File: src/ccs_pkg.sv
// Purpose: shared constants and types for the processor clock-state controller
// Assumes: one 100 MHz clock shared by both ends of the link
// Notes: state codes are one-hot; counts are derived from printed times
package ccs_pkg;
   // ==========================================================
   // clock and timing
   localparam int CLK_MHZ = 100;
   localparam int EXIT_BUS_CLKS = 10;            // exit latency in bus clocks
   localparam int SNOOP_EXIT_CLKS = 2;           // "a few" clocks after snoop ends
   localparam real PLL_LOCK_US = 30.0;           // lock delay after clocks restart
   localparam int PLL_LOCK_CYC = int'(PLL_LOCK_US * CLK_MHZ);
   localparam int CNT_W = 12;
   localparam logic [CNT_W-1:0] EXIT_CNT = CNT_W'(EXIT_BUS_CLKS);
   localparam logic [CNT_W-1:0] SNOOP_CNT = CNT_W'(SNOOP_EXIT_CLKS);
   localparam logic [CNT_W-1:0] LOCK_CNT = CNT_W'(PLL_LOCK_CYC);

   // ==========================================================
   // event vector bit positions
   localparam int EV_NMI = 0;
   localparam int EV_IRQ = 1;
   localparam int EV_INIT = 2;
   localparam int EV_MGMT = 3;
   localparam int EV_BUS_INIT = 4;
   localparam int EV_FLUSH = 5;
   localparam int EV_RESET = 6;
   localparam int EV_W = 7;
   localparam int PEND_W = 4;                    // latchable interrupt events

   // ==========================================================
   // clock states
   typedef enum logic [6:0] {
      CCS_NORMAL      = 7'h01,
      CCS_AUTO_HALT   = 7'h02,
      CCS_STOP_GRANT  = 7'h04,
      CCS_QUICK_START = 7'h08,
      CCS_SNOOP       = 7'h10,
      CCS_SLEEP       = 7'h20,
      CCS_DEEP_SLEEP  = 7'h40
   } ccs_state_t;
endpackage : ccs_pkg

File: src/ccs_link_if.sv
// Purpose: link between the processor clock-state controller and the system logic
// Assumes: both ends run on the same clock; active-low names end in _n
// Notes: no clocking block; the testbench joins the two ends through this
`timescale 1ns/1ps
interface ccs_link_if;
   import ccs_pkg::*;
   // system to device
   logic stop_clock_request_n;
   logic sleep_request_n;
   logic quick_start_strap_n;
   logic sys_reset_n;
   logic bus_clock_on;
   logic maskable_irq_ctrl_clock_on;
   logic priority_bus_request_n;
   logic snoop_req;
   logic [EV_W-2:0] events;      // nmi, irq, init, mgmt irq, bus init, flush (active high)
   logic addr20_mask_n;
   logic probe_request_n;
   // device to system
   ccs_state_t clk_state;
   logic stop_grant_ack;
   logic halt_cycle;
   logic snoop_busy;

   modport dev (
      input stop_clock_request_n, sleep_request_n, quick_start_strap_n, sys_reset_n,
      input bus_clock_on, maskable_irq_ctrl_clock_on, priority_bus_request_n, snoop_req,
      input events, addr20_mask_n, probe_request_n,
      output clk_state, stop_grant_ack, halt_cycle, snoop_busy
   );
   modport sys (
      output stop_clock_request_n, sleep_request_n, quick_start_strap_n, sys_reset_n,
      output bus_clock_on, maskable_irq_ctrl_clock_on, priority_bus_request_n, snoop_req,
      output events, addr20_mask_n, probe_request_n,
      input clk_state, stop_grant_ack, halt_cycle, snoop_busy
   );
endinterface : ccs_link_if

File: src/ccs_dev.sv
// Purpose: processor clock-state controller, device end of the link
// Assumes: link inputs come from logic on core_clk_i, so no synchronisers
// Notes: bus clock stop is seen as bus_clock_on low; the core keeps ticking
// Behaviour
// - seven clock states, only documented transitions
// - deep sleep returns after 30 us lock
// - strap picks quick start or stop grant
// - halt enters auto halt; break events exit
// - exits take ten bus clocks, snoop exits two; snoop entry immediate
// - stop request in auto halt acknowledges
// - stop removed returns to auto halt silently
// - management irq in halt, return either way
// - flush serviced in halt; mask, probe seen
// - stop grant snoops, latches one of each
// - stop grant exits: stop, bus init, flush
// - reset in stop grant or quick start keeps that state
// - system changes few inputs in quick start
// - no interrupt messages during quick start
// - system stops bus clock low for deep sleep
// - quick start leaves only on stop removal
// - snoops serviced then return to prior state
// - sleep only from stop grant
// - system drops sleep, stop on reset
// - inputs steady in sleep; no deep reset
// - interrupt clock stops with bus clock and in sleep; restarts together only out of quick start
// - quick start only for single processor
`timescale 1ns/1ps
module ccs_dev
   import ccs_pkg::*;
(
   // clock and reset
   input wire logic core_clk_i,
   input wire logic arst_n_i,
   // link
   ccs_link_if.dev link,
   // core side
   input wire logic halt_instruction_i,
   input wire logic mgmt_exit_i,
   input wire logic mgmt_to_halt_i,
   input wire logic flush_done_i,
   output logic core_clk_run_o,
   output logic sys_mgmt_mode_o,
   output logic flush_busy_o,
   output logic addr20_mask_o,
   output logic probe_seen_o,
   output logic svc_o,
   output logic [PEND_W-1:0] svc_events_o
);
   // ==========================================================
   // state record
   typedef struct packed {
      ccs_state_t st;
      ccs_state_t prev;       // state to return to after snoop or deep sleep
      ccs_state_t tgt;        // target of a timed exit
      logic exiting;
      logic [CNT_W-1:0] cnt;
      logic strap_qs;
      logic strap_done;
      logic from_halt;        // low-power state was entered from auto halt
      logic mgmt;
      logic flushing;
      logic [EV_W-1:0] ev_q;
      logic [PEND_W-1:0] pend;
      logic addr_mask;
      logic probe_q;
      logic probe_seen;
      logic grant_ack;
      logic halt_cyc;
      logic svc;
      logic [PEND_W-1:0] svc_ev;
   } ccs_dev_t;

   localparam ccs_dev_t RST = '{st: CCS_NORMAL, prev: CCS_NORMAL, tgt: CCS_NORMAL,
      exiting: 1'b0, cnt: '0, strap_qs: 1'b0, strap_done: 1'b0, from_halt: 1'b0,
      mgmt: 1'b0, flushing: 1'b0, ev_q: '0, pend: '0, addr_mask: 1'b0, probe_q: 1'b0,
      probe_seen: 1'b0, grant_ack: 1'b0, halt_cyc: 1'b0, svc: 1'b0, svc_ev: '0};

   ccs_dev_t s;
   ccs_dev_t n;
   logic [EV_W-1:0] ev;
   logic [EV_W-1:0] rise;
   logic stop_on;
   logic brk;
   ccs_state_t lp;

   // ==========================================================
   // event edges
   assign ev = {~link.sys_reset_n, link.events};
   assign rise = ev & ~s.ev_q;
   assign stop_on = ~link.stop_clock_request_n;
   assign brk = |rise;
   assign lp = s.strap_qs ? CCS_QUICK_START : CCS_STOP_GRANT;

   // ==========================================================
   // next-state logic
   always_comb begin
      n = s;
      n.grant_ack = 1'b0;
      n.halt_cyc = 1'b0;
      n.svc = 1'b0;
      n.svc_ev = '0;
      n.ev_q = ev;
      // strap caught after release and again while the reset pin is held
      if (!s.strap_done || !link.sys_reset_n) begin
         n.strap_qs = ~link.quick_start_strap_n;
         n.strap_done = 1'b1;
      end
      if (s.mgmt && mgmt_exit_i) begin
         n.mgmt = 1'b0;
         if (mgmt_to_halt_i) begin
            n.st = CCS_AUTO_HALT;                              // no halt cycle
         end
      end
      if (s.flushing && flush_done_i) begin
         n.flushing = 1'b0;                                    // back in halt silently
      end
      if (s.exiting) begin
         // timed exit; the state is held until the count runs out
         n.cnt = s.cnt - 1'b1;
         if (s.cnt == CNT_W'(1)) begin
            n.exiting = 1'b0;
            n.st = s.tgt;
            if (s.tgt == CCS_NORMAL) begin
               n.svc = |s.pend;                                // one of each serviced
               n.svc_ev = s.pend;
               n.pend = '0;
            end
         end
      end else begin
         case (s.st)
            CCS_NORMAL: begin
               if (halt_instruction_i) begin
                  n.st = CCS_AUTO_HALT;
                  n.halt_cyc = 1'b1;
               end else if (stop_on) begin
                  n.st = lp;                                   // sleep ignored here
                  n.grant_ack = 1'b1;
                  n.from_halt = 1'b0;
               end
            end
            CCS_AUTO_HALT: begin
               n.addr_mask = ~link.addr20_mask_n;
               n.probe_q = ~link.probe_request_n;
               if (~link.probe_request_n && !s.probe_q) begin
                  n.probe_seen = ~s.probe_seen;                // toggles on each probe
               end
               if (rise[EV_FLUSH]) begin
                  n.flushing = 1'b1;
               end else if (brk) begin
                  n.exiting = 1'b1;
                  n.cnt = EXIT_CNT;
                  n.tgt = CCS_NORMAL;
                  n.mgmt = rise[EV_MGMT] | s.mgmt;
               end else if (stop_on && !s.flushing) begin
                  n.st = lp;
                  n.grant_ack = 1'b1;
                  n.from_halt = 1'b1;
               end else if (link.snoop_req) begin
                  n.st = CCS_SNOOP;
                  n.prev = CCS_AUTO_HALT;
               end
            end
            CCS_STOP_GRANT: begin
               n.pend = s.pend | rise[PEND_W-1:0];
               if (rise[EV_RESET]) begin
                  n.pend = '0;                                 // init, stay put
               end else if (rise[EV_BUS_INIT] || rise[EV_FLUSH]) begin
                  // service in normal; normal re-enters stop grant if still asked
                  n.exiting = 1'b1;
                  n.cnt = EXIT_CNT;
                  n.tgt = CCS_NORMAL;
               end else if (!stop_on) begin
                  n.exiting = 1'b1;
                  n.cnt = EXIT_CNT;
                  n.tgt = s.from_halt ? CCS_AUTO_HALT : CCS_NORMAL;
               end else if (!link.sleep_request_n) begin
                  n.st = CCS_SLEEP;
               end else if (link.snoop_req) begin
                  n.st = CCS_SNOOP;
                  n.prev = CCS_STOP_GRANT;
               end
            end
            CCS_QUICK_START: begin
               if (rise[EV_RESET]) begin
                  n.pend = '0;
               end else if (!link.bus_clock_on) begin
                  n.st = CCS_DEEP_SLEEP;
                  n.prev = CCS_QUICK_START;
                  n.cnt = '0;
               end else if (!stop_on) begin
                  n.exiting = 1'b1;                            // only way out
                  n.cnt = EXIT_CNT;
                  n.tgt = s.from_halt ? CCS_AUTO_HALT : CCS_NORMAL;
               end else if (link.snoop_req && !link.priority_bus_request_n) begin
                  n.st = CCS_SNOOP;                            // immediate
                  n.prev = CCS_QUICK_START;
               end
            end
            CCS_SNOOP: begin
               if (s.prev == CCS_STOP_GRANT) begin
                  n.pend = s.pend | rise[PEND_W-1:0];
               end
               // bus quiet: no snoop and no priority agent holding the bus
               if (!link.snoop_req && link.priority_bus_request_n) begin
                  n.exiting = 1'b1;
                  n.cnt = SNOOP_CNT;
                  n.tgt = s.prev;
               end
            end
            CCS_SLEEP: begin
               if (rise[EV_RESET]) begin
                  n.st = CCS_NORMAL;                           // system drops stop too
                  n.pend = '0;
               end else if (!link.bus_clock_on) begin
                  n.st = CCS_DEEP_SLEEP;
                  n.prev = CCS_SLEEP;
                  n.cnt = '0;
               end else if (link.sleep_request_n) begin
                  n.exiting = 1'b1;
                  n.cnt = EXIT_CNT;
                  n.tgt = CCS_STOP_GRANT;
               end
            end
            CCS_DEEP_SLEEP: begin
               // reset is not honoured here; the system must hold it off
               if (link.bus_clock_on) begin
                  n.cnt = s.cnt + 1'b1;                        // lock timer
                  if (s.cnt == LOCK_CNT - 1'b1) begin
                     n.st = s.prev;
                     n.cnt = '0;
                  end
               end else begin
                  n.cnt = '0;                                  // clock stopped again
               end
            end
            default: begin
               n.st = CCS_NORMAL;
            end
         endcase
      end
   end

   // ==========================================================
   // state register
   always_ff @(posedge core_clk_i or negedge arst_n_i) begin
      if (!arst_n_i) begin
         s <= RST;
      end else begin
         s <= n;
      end
   end

   // ==========================================================
   // outputs
   assign link.clk_state = s.st;
   assign link.stop_grant_ack = s.grant_ack;
   assign link.halt_cycle = s.halt_cyc;
   assign link.snoop_busy = (s.st == CCS_SNOOP);
   assign core_clk_run_o = (s.st == CCS_NORMAL) && !s.exiting;
   assign sys_mgmt_mode_o = s.mgmt;
   assign flush_busy_o = s.flushing;
   assign addr20_mask_o = s.addr_mask;
   assign probe_seen_o = s.probe_seen;
   assign svc_o = s.svc;
   assign svc_events_o = s.svc_ev;
endmodule : ccs_dev

File: src/flat_wrapper.sv
// flat-port wrapper written by rule: the top's interface ports become plain ports
module ccs_dev_flat import ccs_pkg::*;
  (core_clk_i, arst_n_i, halt_instruction_i, mgmt_exit_i, mgmt_to_halt_i, flush_done_i, core_clk_run_o, sys_mgmt_mode_o, flush_busy_o, addr20_mask_o, probe_seen_o, svc_o, svc_events_o, link_stop_clock_request_n, link_sleep_request_n, link_quick_start_strap_n, link_sys_reset_n, link_bus_clock_on, link_maskable_irq_ctrl_clock_on, link_priority_bus_request_n, link_snoop_req, link_events, link_addr20_mask_n, link_probe_request_n, link_clk_state, link_stop_grant_ack, link_halt_cycle, link_snoop_busy);
  ccs_link_if link_i ();
  input wire logic core_clk_i;
  input wire logic arst_n_i;
  input wire logic halt_instruction_i;
  input wire logic mgmt_exit_i;
  input wire logic mgmt_to_halt_i;
  input wire logic flush_done_i;
  output logic core_clk_run_o;
  output logic sys_mgmt_mode_o;
  output logic flush_busy_o;
  output logic addr20_mask_o;
  output logic probe_seen_o;
  output logic svc_o;
  output logic [PEND_W-1:0] svc_events_o;
  input wire logic [$bits(link_i.stop_clock_request_n)-1:0] link_stop_clock_request_n;
  input wire logic [$bits(link_i.sleep_request_n)-1:0] link_sleep_request_n;
  input wire logic [$bits(link_i.quick_start_strap_n)-1:0] link_quick_start_strap_n;
  input wire logic [$bits(link_i.sys_reset_n)-1:0] link_sys_reset_n;
  input wire logic [$bits(link_i.bus_clock_on)-1:0] link_bus_clock_on;
  input wire logic [$bits(link_i.maskable_irq_ctrl_clock_on)-1:0] link_maskable_irq_ctrl_clock_on;
  input wire logic [$bits(link_i.priority_bus_request_n)-1:0] link_priority_bus_request_n;
  input wire logic [$bits(link_i.snoop_req)-1:0] link_snoop_req;
  input wire logic [$bits(link_i.events)-1:0] link_events;
  input wire logic [$bits(link_i.addr20_mask_n)-1:0] link_addr20_mask_n;
  input wire logic [$bits(link_i.probe_request_n)-1:0] link_probe_request_n;
  output wire logic [$bits(link_i.clk_state)-1:0] link_clk_state;
  output wire logic [$bits(link_i.stop_grant_ack)-1:0] link_stop_grant_ack;
  output wire logic [$bits(link_i.halt_cycle)-1:0] link_halt_cycle;
  output wire logic [$bits(link_i.snoop_busy)-1:0] link_snoop_busy;
  assign link_i.stop_clock_request_n = link_stop_clock_request_n;
  assign link_i.sleep_request_n = link_sleep_request_n;
  assign link_i.quick_start_strap_n = link_quick_start_strap_n;
  assign link_i.sys_reset_n = link_sys_reset_n;
  assign link_i.bus_clock_on = link_bus_clock_on;
  assign link_i.maskable_irq_ctrl_clock_on = link_maskable_irq_ctrl_clock_on;
  assign link_i.priority_bus_request_n = link_priority_bus_request_n;
  assign link_i.snoop_req = link_snoop_req;
  assign link_i.events = link_events;
  assign link_i.addr20_mask_n = link_addr20_mask_n;
  assign link_i.probe_request_n = link_probe_request_n;
  assign link_clk_state = link_i.clk_state;
  assign link_stop_grant_ack = link_i.stop_grant_ack;
  assign link_halt_cycle = link_i.halt_cycle;
  assign link_snoop_busy = link_i.snoop_busy;
  ccs_dev u_core (.core_clk_i(core_clk_i), .arst_n_i(arst_n_i), .link(link_i), .halt_instruction_i(halt_instruction_i), .mgmt_exit_i(mgmt_exit_i), .mgmt_to_halt_i(mgmt_to_halt_i), .flush_done_i(flush_done_i), .core_clk_run_o(core_clk_run_o), .sys_mgmt_mode_o(sys_mgmt_mode_o), .flush_busy_o(flush_busy_o), .addr20_mask_o(addr20_mask_o), .probe_seen_o(probe_seen_o), .svc_o(svc_o), .svc_events_o(svc_events_o));
endmodule
File: config.mk
export PLATFORM = sky130hd
export DESIGN_NAME = ccs_dev_flat
export DESIGN_NICKNAME = d
export VERILOG_FILES = /design/src/ccs_pkg.sv /design/src/ccs_link_if.sv /design/src/ccs_dev.sv /design/src/flat_wrapper.sv
export SDC_FILE = /design/constraint.sdc
export NUM_CORES = 1
export LEC_CHECK = 0
export BUFFER_PORTS_ARGS = -buffer_cell sky130_fd_sc_hd__buf_2
export CAP_MARGIN = 20
export CORE_MARGIN = 2
export CORE_UTILIZATION = 55
export DETAILED_ROUTE_END_ITERATION = 8
export PLACE_DENSITY_LB_ADDON = 0.08
export SYNTH_ARGS = -nofsm -noshare
export SYNTH_HDL_FRONTEND = slang
export SYNTH_SLANG_ARGS = --single-unit
File: constraint.sdc
create_clock -name core_clk_i -period 3.75 [get_ports core_clk_i]
set_input_delay 0.75 -clock core_clk_i [delete_from_list [all_inputs] [get_ports core_clk_i]]
set_output_delay 0.75 -clock core_clk_i [all_outputs]
set_load 0.005 [all_outputs]
==> summary.txt, run 1 <==
Outcome
  • Status: finished, final reports clean

Clocking
  • Post-CTS setup buffers: 0
  • CTS Buffer Depth: 2
  • CTS sink count: 58
  • CTS tree: yes
  • Htree depth: 3
  • Reg clk slew, reported paths: ~0.080 ns
  • CTS root buffer: clkbuf_8
  • CTS Buf Count: 9
  • Hold Buf Count CTS: 0
  • Clock latency at the later pin of the worst-skew pair: 0.36 ns
  • CTS-repair resized insts: 0

Finish
  • Area grow syn2layout: 11.2%
  • Layout Nets: roughly 510
  • Post-route cell area: ~4400 um^2
  • Antenna diode count: 0
  • Final core occ: 63.8%
  • Layout cells sized above 1: 18.4%

Yosys
  • EDFF count, synth: 0
  • Netlist cell types: between 80 and 90
  • Mapped Cells: around 460
  • Synth async-reset ratio: 100%
  • Syn_nets: roughly 480
  • Synth area leaders: dfrtp_1 35%, nand2_1 4.2%, nor2_1 3.9%
  • Area leader, netlist: dfrtp_1
  • Ys flop type: dfrtp_1
  • Top cell type's share of synthesized area: between 30% and 40%
  • Flops & latches, synth: 58
  • Ys Warns: 0
  • Register area share after synthesis: 36.9%
  • Post-Syn Area: 3940 um^2
  • Avg Inst Size Synth: 8.59 um^2

Global routing
  • Total GRT Usage: a little under a third
  • Initial antenna violation count: 0
  • First-pass GRT wire length: approximately 18000 um
  • Vias in the first global route: about 3400
  • Total grt overflow: 0
  • Largest net degree at the start of global routing: 48

Placement
  • Port Buf Inserts: 40
  • Placed inst area: 4110 um^2
  • HPWL after detailed placement: 8330 um
  • Pre-CTS WS: ~0.66 ns
  • Routability cong.: between 0.9 and 1

Setup path
  • Setup crit start: u_core.link.clk_state[2]$_DFF_PN0_
  • Slowest CP cell: or4_4
  • Worst r2r src: u_core.link.clk_state[6]$_DFF_PN0_
  • Setup Crit Path Kind: reg -> out
  • Buffer and inverter count on the worst path: 2
  • Crit-path leading delay family: simple AND/OR/NAND/NOR gates
  • Critical Path End Type: output port
  • Critical path peak fanout: 17
  • Crit-path cells: or4_4 > or3_4 > clkinv_4 > buf_2
  • Startpoint types: register
  • CP Data Arrival Time: about 2.3 ns
  • Worst EP required: ~3 ns
  • Max stage delay on crit path: ~0.67 ns

STA
  • Clock skew: around 0.012 ns
  • Final setup viols: 0
  • Minimum clock period after layout: between 3 and 4 ns
  • TNS Setup: 0 ns
  • Slew headroom: a little under two fifths
  • Tcrit/Tclk final: 80.7%
  • Endpoints failing hold: 0
  • Tightest Pin Transition: 0.925 ns
  • Final worst setup slack: roughly 0.72 ns
  • RSZ-0062 raised after global routing: no
  • Slew Limit Fails: 0
  • Fmax: around 330 MHz

Power
  • Static leakage: ~1.8 nW
  • PwrDens: approximately 640 nW/um^2
  • Max rail drop VDD: roughly 0.39 mV

Floorplanning
  • I/O pin cnt: 42
  • Core ar.: roughly 6900 um^2
  • Die Wd: ~89 um
  • Row cnt: 30
  • Die Span Y: slightly below 90 um
  • Die area: 7860 um^2
  • Initial Utilization: approximately 57%

Detailed routing
  • Antenna viol nets, final: 0
  • Via count: about 3800
  • WL per Instance: 19.8 um
  • DR DRC count: 0
  • Router iterations before antenna repair: 5
  • Drt total wl: 11500 um
  • Iteration-0 DRC Markers: 347
  • Routed vias/inst: between 6 and 7

Min path
  • Worst Hold Class: in -> async

Run
  • Max-cap violations: 0
==> sequential cells by signal (all words and copies together), names as in the netlist <==
signal,flops
u_core.s,40
u_core.flush_busy_o,1
u_core.svc_events_o,4
u_core.link.clk_state,7
u_core.probe_seen_o,1
u_core.sys_mgmt_mode_o,1
u_core.svc_o,1
u_core.link.stop_grant_ack,1
u_core.addr20_mask_o,1
u_core.link.halt_cycle,1
==> placed cells by master (no fill, tap or decap), types with 5 or more instances in the layout <==
cell type	instances
a31oi_1	12
nand3_1	15
and2_1	6
a21boi_0	6
nand2_1	44
inv_1	12
dfrtp_1	55
a22o_1	6
nor4_1	9
a21oi_1	27
nor3_1	16
clkbuf_8	9
o21ai_0	30
buf_4	6
buf_2	40
nand2b_1	11
nor2_1	41
o31ai_1	5
nand3b_1	6
and3_1	10
==> area by class of cell <==
type | count | area, um^2
clock buffers | 9 | 124
clock inverters | 7 | 124
fillers | 590 | 2480
inverters | 13 | 53.8
multi-input cells | 351 | 2240
flip-flops and latches | 58 | 1460
well taps | 96 | 120
repair buffers | 47 | 273
==> layer usage <==
layer / up-vias / part of all wire [%] / GRT usage, %
li1: 1761 / - / -
met1: 1768 / 45 / 44.9
met2: 235 / 43 / 46.1
met3: 31 / 9.9 / 7.09
met4: 0 / 3.0 / 11.2
met5: - / 0 / 0
==> Yosys cell counts, drive strengths merged, types with 5 or more instances <==
library cell and count:
o21ai 34, nor3 17, a21boi 8, nand3 15, a31oi 12, buf 21, and2 7, a21oi 27
o31ai 5, clkbuf 16, nand2b 11, and3 10, a22o 6, inv 12, nand2 45, nand3b 6
nor2 41, nor4 11, dfrtp 55
==> through the flow <==
step | hold slack, ns | power (mW) | instances
after floorplan | 0.454 | 1.76 | 459
after global placement | 0.454 | 2.01 | 564
after detailed placement | 0.452 | 2.03 | 564
after CTS | 0.472 | 2.77 | 580
after global routing | 0.402 | 2.97 | 581
final | 0.371 | 2.79 | 581
==> report_power, final <==
part | leakage, nW | internal (mW) | switching, mW
registers | 0.735 | 0.745 | 0.233
logic | 0.982 | 0.424 | 0.652
clock network | 0.120 | 0.447 | 0.293
==> path summary, 6_finish.rpt <==
path / slack (ns) / cells after the start / to
min in group core_clk_i: 0.47 / 1 / u_core.probe_seen_o$_DFFE_PN0P_
worst min-delay path: 0.37 / 1 / u_core.s[45]$_DFFE_PN0P_
worst min register to register: 0.47 / 1 / u_core.probe_seen_o$_DFFE_PN0P_
worst max register to register: 0.90 / 8 / u_core.s[29]$_DFFE_PN0P_
max in group asynchronous: 2.71 / 2 / u_core.s[39]$_DFFE_PN1P_
worst max-delay path: 0.72 / 4 / link_snoop_busy
==> cell families (layout without fill, tap and decap cells) <==
| kind of cell | after synthesis | in the layout | synth area share [%] |
|---|---|---|---|
| adders and majority gates | 3 | 3 | 0.952 |
| xor gates and xnor gates | 4 | 4 | 0.888 |
| buffers and inverters | 50 | 76 | 6.41 |
| AOI/OAI and AO/OA | 148 | 148 | 27.4 |
| muxes | 5 | 5 | 1.36 |
| other | 1 | 1 | 0.0951 |
| and+or+nand+nor | 190 | 190 | 26.0 |
| DFF | 58 | 58 | 36.9 |
Note: power is estimated with default switching activity, not from simulation.
==> run 2, diff against run 1 <==
--- a/config.mk
+++ b/config.mk
@@ -8,7 +8,7 @@
 export BUFFER_PORTS_ARGS = -buffer_cell sky130_fd_sc_hd__buf_2
 export CAP_MARGIN = 20
 export CORE_MARGIN = 2
-export CORE_UTILIZATION = 55
+export CORE_UTILIZATION = 54
 export DETAILED_ROUTE_END_ITERATION = 8
 export PLACE_DENSITY_LB_ADDON = 0.08
 export SYNTH_ARGS = -nofsm -noshare
==> constraint.sdc (replaced) <==
create_clock -name core_clk_i -period 2.5 [get_ports core_clk_i]
set_input_delay 0.5 -clock core_clk_i [delete_from_list [all_inputs] [get_ports core_clk_i]]
set_output_delay 0.5 -clock core_clk_i [all_outputs]
set_load 0.005 [all_outputs]
==> summary.txt, run 2 (synthesis gave the netlist of run 1 again) <==
Outcome
  • Status: finished, final reports clean

Clocking
  • CTS Buffer Depth: 2 (unchanged)
  • Htree depth: 3 (unchanged)
  • CTS tree: yes
  • Reg clk slew, reported paths: 0.08 ns (about the same)
  • Hold Buf Count CTS: 0 (unchanged)
  • Clock latency at the later pin of the worst-skew pair: 0.35 ns (about the same)
  • CTS Buf Count: 9 (unchanged)
  • CTS sink count: 58 (unchanged)
  • CTS root buffer: clkbuf_8

STA
  • Final worst setup slack: 0.0214 ns (-0.704 ns)
  • Endpoints failing hold: 0 (unchanged)
  • Final setup viols: 0 (unchanged)
  • Fmax: 403 MHz
  • Slew Limit Fails: 0 (unchanged)
  • Tightest Pin Transition: 0.607 ns (-0.318 ns)
  • TNS Setup: 0 ns (unchanged)
  • Slew headroom: 59.6% (+21 points)
  • Tcrit/Tclk final: 99.1%
  • RSZ-0062 raised after global routing: yes
  • Clock skew: 0.0111 ns (-0.000591 ns)
  • Minimum clock period after layout: approximately 2.5 ns

Detailed routing
  • Router iterations before antenna repair: 5 (unchanged)
  • WL met3: 1280 um (+12%)
  • Drt total wl: 12700 um (+10%)
  • Antenna viol nets, final: 0 (unchanged)
  • Uppermost layer routed: met4
  • Iteration-0 DRC Markers: 369 (+6.3%)
  • WL per Instance: 19.9 um (+0.40%)
  • Via count: 4080 (+7.5%)
  • Met2 WL: 5540 um (+13%)
  • M1 wire length: 5360 um (+4.6%)
  • Routed vias/inst: 6.39 (-2.1%)
  • DR DRC count: 0 (unchanged)

Finish
  • Fillers: 627 (+6.3%)
  • Multi-input gate area: 2270 um^2 (+1.4%)
  • Most flop-heavy register: u_core.s
  • Most common cell after layout, fill and taps aside: buf_4
  • Antenna diode count: 0 (unchanged)
  • Largest register FFs: 40 (unchanged)
  • Area grow syn2layout: 22.2%
  • Most frequent cells in the layout: 58 x buf_4, 54 x dfrtp_1, 44 x nand2_1
  • Layout Nets: 559 (+11%)
  • Register Area: 1460 um^2 (about the same)
  • Layout cells sized above 1: 27.6% (+9.3 points)

Global routing
  • Vias in the first global route: 3698 (+7.3%)
  • Largest net degree at the start of global routing: 35 (-27%)
  • Total GRT Usage: 33.0% (+1.8 points)
  • Total grt overflow: 0 (unchanged)
  • Initial antenna violation count: 0 (unchanged)
  • First-pass GRT wire length: 19500 um (+6.3%)

Floorplanning
  • Initial Utilization: 55.0% (-2.5 points)
  • Die Span Y: 89.5 um (+0.88%)
  • Die area: 8000 um^2 (+1.8%)
  • Row cnt: 31 (+3.3%)
  • Die Wd: 89.5 um (+0.88%)
  • Core ar.: 7180 um^2 (+4.5%)
  • I/O pin cnt: 42 (unchanged)

Min path
  • Worst Hold Class: in -> async

Setup path
  • Startpoint types: register
  • CP Data Arrival Time: 1.98 ns (-0.30 ns)
  • Worst EP required: 2.00 ns (-1.00 ns)
  • Critical path peak fanout: 5 (-12)
  • Setup Crit Path Kind: reg -> out
  • FF-to-FF path depth: 9 (+1)
  • Critical Path End Type: output port

Power
  • Static leakage: 2.09 nW (+14%)
  • PwrDens: 918 nW/um^2 (+44%)
  • Max rail drop VDD: 0.468 mV (+19%)

Placement
  • Pre-CTS WS: 0.000346 ns (-0.658 ns)
  • Port Buf Inserts: 40 (unchanged)
  • HPWL after detailed placement: 9640 um (+16%)
  • Routability cong.: 0.981 (-0.13%)

Run
  • Max-cap violations: 0 (unchanged)
[run 2: metrics by stage]
stage / cell area, um^2 / std cells / hold slack [ns] / total power [mW] / utilization, %
after floorplan: 3940 / 459 / 0.204 / 2.63 / -
after global placement: 4530 / 619 / 0.455 / 3.30 / 63.1
after detailed placement: 4530 / 619 / 0.462 / 3.34 / 63.1
after CTS: 4770 / 637 / 0.165 / 4.36 / 66.5
after global routing: 4820 / 638 / 0.197 / 4.70 / 67.2
final: 4820 / 638 / 0.149 / 4.43 / 67.2
[run 2: area by class of cell]
class,instances,share of cell area [%]
clock inverters,7,2.10
inverters,13,1.12
multi-input cells,351,47.0
clock buffers,9,2.57
well taps,99,2.57
flip-flops and latches,58,30.2
repair buffers,101,14.4
[run 2: power by group]
| group | leakage (nW) | switching, mW | total [mW] | internal (mW) |
|---|---|---|---|---|
| Combinational | 1.26 | 1.16 | 2.04 | 0.879 |
| Clock | 0.106 | 0.443 | 1.01 | 0.568 |
| Sequential | 0.733 | 0.256 | 1.38 | 1.12 |
[run 2: layer usage]
layer | vias to the layer above | global-route usage, %
met5 | - | 0
met4 | 0 | 14.7
met3 | 41 | 8.31
met2 | 254 | 47.5
met1 | 1932 | 46.5
li1 | 1853 | -
[run 2: path summary, 6_finish.rpt]
| kind | start | endpoint | slack, ns |
|---|---|---|---|
| min | arst_n_i | u_core.link.clk_state[6]$_DFF_PN0_ | 0.15 |
| min reg2reg | u_core.probe_seen_o$_DFFE_PN0P_ | u_core.probe_seen_o$_DFFE_PN0P_ | 0.48 |
| min in group core_clk_i | link_events[2] | u_core.s[16]$_DFF_PN0_ | 0.27 |
| max | u_core.link.clk_state[3]$_DFF_PN0_ | link_snoop_busy | 0.02 |
| max reg2reg | u_core.link.clk_state[3]$_DFF_PN0_ | u_core.s[37]$_DFFE_PN0P_ | 0.07 |
| max in group asynchronous | arst_n_i | u_core.s[39]$_DFFE_PN1P_ | 1.68 |
[run 2: repair_timing]
action                                  4_1_cts  5_1_grt
resized for setup                             1        8
pin swaps                                     1        2
setup buffers                                 2        1
endpoints found under the setup margin        1       21
[run 2: worst max-delay path, stage by stage (launching register included)]
cell	delay, ns
dfrtp_1	0.43
or4_4	0.60
or3_4	0.42
clkinv_4	0.09
buf_6	0.10
==> run 3, diff against run 2 <==
--- a/config.mk
+++ b/config.mk
@@ -7,7 +7,6 @@
 export LEC_CHECK = 0
 export BUFFER_PORTS_ARGS = -buffer_cell sky130_fd_sc_hd__buf_2
 export CAP_MARGIN = 20
-export CORE_MARGIN = 2
 export CORE_UTILIZATION = 54
 export DETAILED_ROUTE_END_ITERATION = 8
 export PLACE_DENSITY_LB_ADDON = 0.08
==> summary.txt, run 3 (synthesis gave the netlist of run 1 again) <==
Outcome
  • Status: finished, final reports clean

Setup path
  • Crit-path cells: or4_4 > or3_4 > clkinv_4 > buf_6
  • Reg2reg end: u_core.s[13]$_DFFE_PN0P_
  • Slowest CP cell: or4_4
  • Max stage delay on crit path: 0.59 ns (about the same)
  • CP Data Arrival Time: 1.97 ns (about the same)
  • Critical path peak fanout: 5 (unchanged)
  • Startpoint types: register
  • Critical Path End Type: output port
  • Worst r2r src: u_core.link.clk_state[2]$_DFF_PN0_
  • Setup Crit Path Kind: reg -> out
  • FF-to-FF path depth: 7 (-2)
  • Worst EP required: 2.00 ns (about the same)
  • Worst reg-to-reg setup slack: 0.09 ns (+0.02 ns)

Finish
  • Area grow syn2layout: 23.4%
  • Most frequent cells in the layout: 64 x buf_4, 53 x dfrtp_1, 44 x nand2_1
  • Most flop-heavy register: u_core.s
  • Final core occ: 70.4% (+3.3 points)
  • Multi-input gate area: 2270 um^2 (+0.33%)
  • Layout cells sized above 1: 28.5% (+0.90 points)
  • Register Area: 1460 um^2 (about the same)
  • Fillers: 585 (-6.7%)
  • Layout Nets: 563 (+0.72%)
  • Fin cells: 639 (+0.16%)
  • Antenna diode count: 0 (unchanged)
  • Most common cell after layout, fill and taps aside: buf_4
  • Largest register FFs: 40 (unchanged)

Global routing
  • Initial antenna violation count: 0 (unchanged)
  • Total grt overflow: 0 (unchanged)
  • Total GRT Usage: 36.7% (+3.7 points)
  • Largest net degree at the start of global routing: 34 (-2.9%)
  • Vias in the first global route: 3862 (+4.4%)
  • First-pass GRT wire length: 20500 um (+5.3%)

Clocking
  • CTS Buf Count: 9 (unchanged)
  • Clock latency at the later pin of the worst-skew pair: 0.35 ns (about the same)
  • CTS tree: yes
  • Hold Buf Count CTS: 0 (unchanged)
  • CTS root buffer: clkbuf_8
  • CTS Buffer Depth: 2 (unchanged)
  • Htree depth: 3 (unchanged)
  • CTS sink count: 58 (unchanged)
  • Reg clk slew, reported paths: 0.07 ns (about the same)

STA
  • RSZ-0062 raised after global routing: yes
  • Tightest Pin Transition: 0.715 ns (+0.108 ns)
  • Clock skew: 0.00882 ns (-0.00225 ns)
  • Tcrit/Tclk final: 98.8% (-0.38 points)
  • Final setup viols: 0 (unchanged)
  • Endpoints failing hold: 0 (unchanged)
  • Fmax: 405 MHz (+0.38%)
  • Minimum clock period after layout: 2.47 ns (-0.00941 ns)
  • Slew headroom: 51.1% (-8.5 points)
  • Final hold slack: 0.167 ns (+0.0172 ns)
  • Slew Limit Fails: 0 (unchanged)

Power
  • Max rail drop VDD: 0.645 mV (+38%)
  • PwrDens: 938 nW/um^2 (+2.2%)
  • Static leakage: 2.14 nW (+2.1%)
  • Total power: 4.56 mW (+3.1%)

Detailed routing
  • Iteration-0 DRC Markers: 375 (+1.6%)
  • Drt total wl: 13100 um (+3.1%)
  • DR DRC count: 0 (unchanged)
  • Antenna viol nets, final: 0 (unchanged)
  • Router iterations before antenna repair: 5 (unchanged)
  • Via count: 4091 (+0.27%)
  • WL per Instance: 20.5 um (+2.9%)
  • Routed vias/inst: 6.40 (+0.11%)

Floorplanning
  • Die Wd: 87.5 um (-2.2%)
  • Die area: 7650 um^2 (-4.4%)
  • Core ar.: 6910 um^2 (-3.7%)
  • Initial Utilization: 57.1% (+2.1 points)
  • Die Span Y: 87.5 um (-2.2%)
  • Row cnt: 30 (-3.2%)
  • I/O pin cnt: 42 (unchanged)

Placement
  • HPWL after detailed placement: 9810 um (+1.7%)
  • Placed Instances: 618 (-0.16%)
  • Port Buf Inserts: 40 (unchanged)
  • Routability cong.: 0.980 (about the same)

Min path
  • Worst Hold Class: in -> async

Run
  • Max-cap violations: 0 (unchanged)
-- run 3: metal layers --
metal	GRT usage (%)	vias up	wire [um]
li1	-	1871	-
met5	0	-	0
met4	15.9	0	425
met2	55.7	218	5920
met3	8.53	41	1170
met1	49.9	1961	5560
-- run 3: what timing repair did --
action	CTS	global route
setup endpoints to repair	2	18
setup buffers	5	0
pin swaps	0	1
resized for setup	2	9
cloned	0	0
-- run 3: area by class of cell --
cell class / instances / share of cell area (%)
Clock buffer: 11 / 3.11
Clock inverter: 5 / 2.06
Inverter: 13 / 1.11
Multi-Input combinational cell: 351 / 46.8
Sequential cell: 58 / 30.0
Tap cell: 96 / 2.47
Timing Repair Buffer: 105 / 14.5
-- run 3: per-stage QoR --
step                setup slack [ns]  TNS [ns]  cell area [um^2]
floorplan                      0.198         0              3940
global placement              0.0575         0              4530
detailed placement            0.0450         0              4530
CTS                           0.0243         0              4820
global route                 -0.0221   -0.0302              4860
finish                        0.0308         0              4860
-- run 3: worst max path at each step --
stage	to	depth (start not counted)	start	slack, ns
detailed placement	u_core.s[10]$_DFFE_PN0P_	7	u_core.link.clk_state[2]$_DFF_PN0_	0.05
floorplan	u_core.s[42]$_DFFE_PN0P_	8	u_core.link.clk_state[2]$_DFF_PN0_	0.20
global placement	u_core.link.clk_state[3]$_DFF_PN0_	9	link_sys_reset_n	0.06
finish	link_snoop_busy	4	u_core.link.clk_state[2]$_DFF_PN0_	0.03
CTS	link_snoop_busy	4	u_core.link.clk_state[2]$_DFF_PN0_	0.02
global route	u_core.s[30]$_DFFE_PN0P_	8	u_core.link.clk_state[2]$_DFF_PN0_	-0.02
-- run 3: critical path: cells and delay by family (launching register included) --
kind / cells / cell delay, ns
buffers and inverters: 2 / 0.17
flip-flops: 1 / 0.45
AND/OR/NAND/NOR: 2 / 1.00
-- run 3: power breakdown --
part	total [mW]	switching (mW)	internal, mW
Combinational	2.11	1.23	0.885
Clock	1.10	0.387	0.713
Sequential	1.35	0.228	1.12
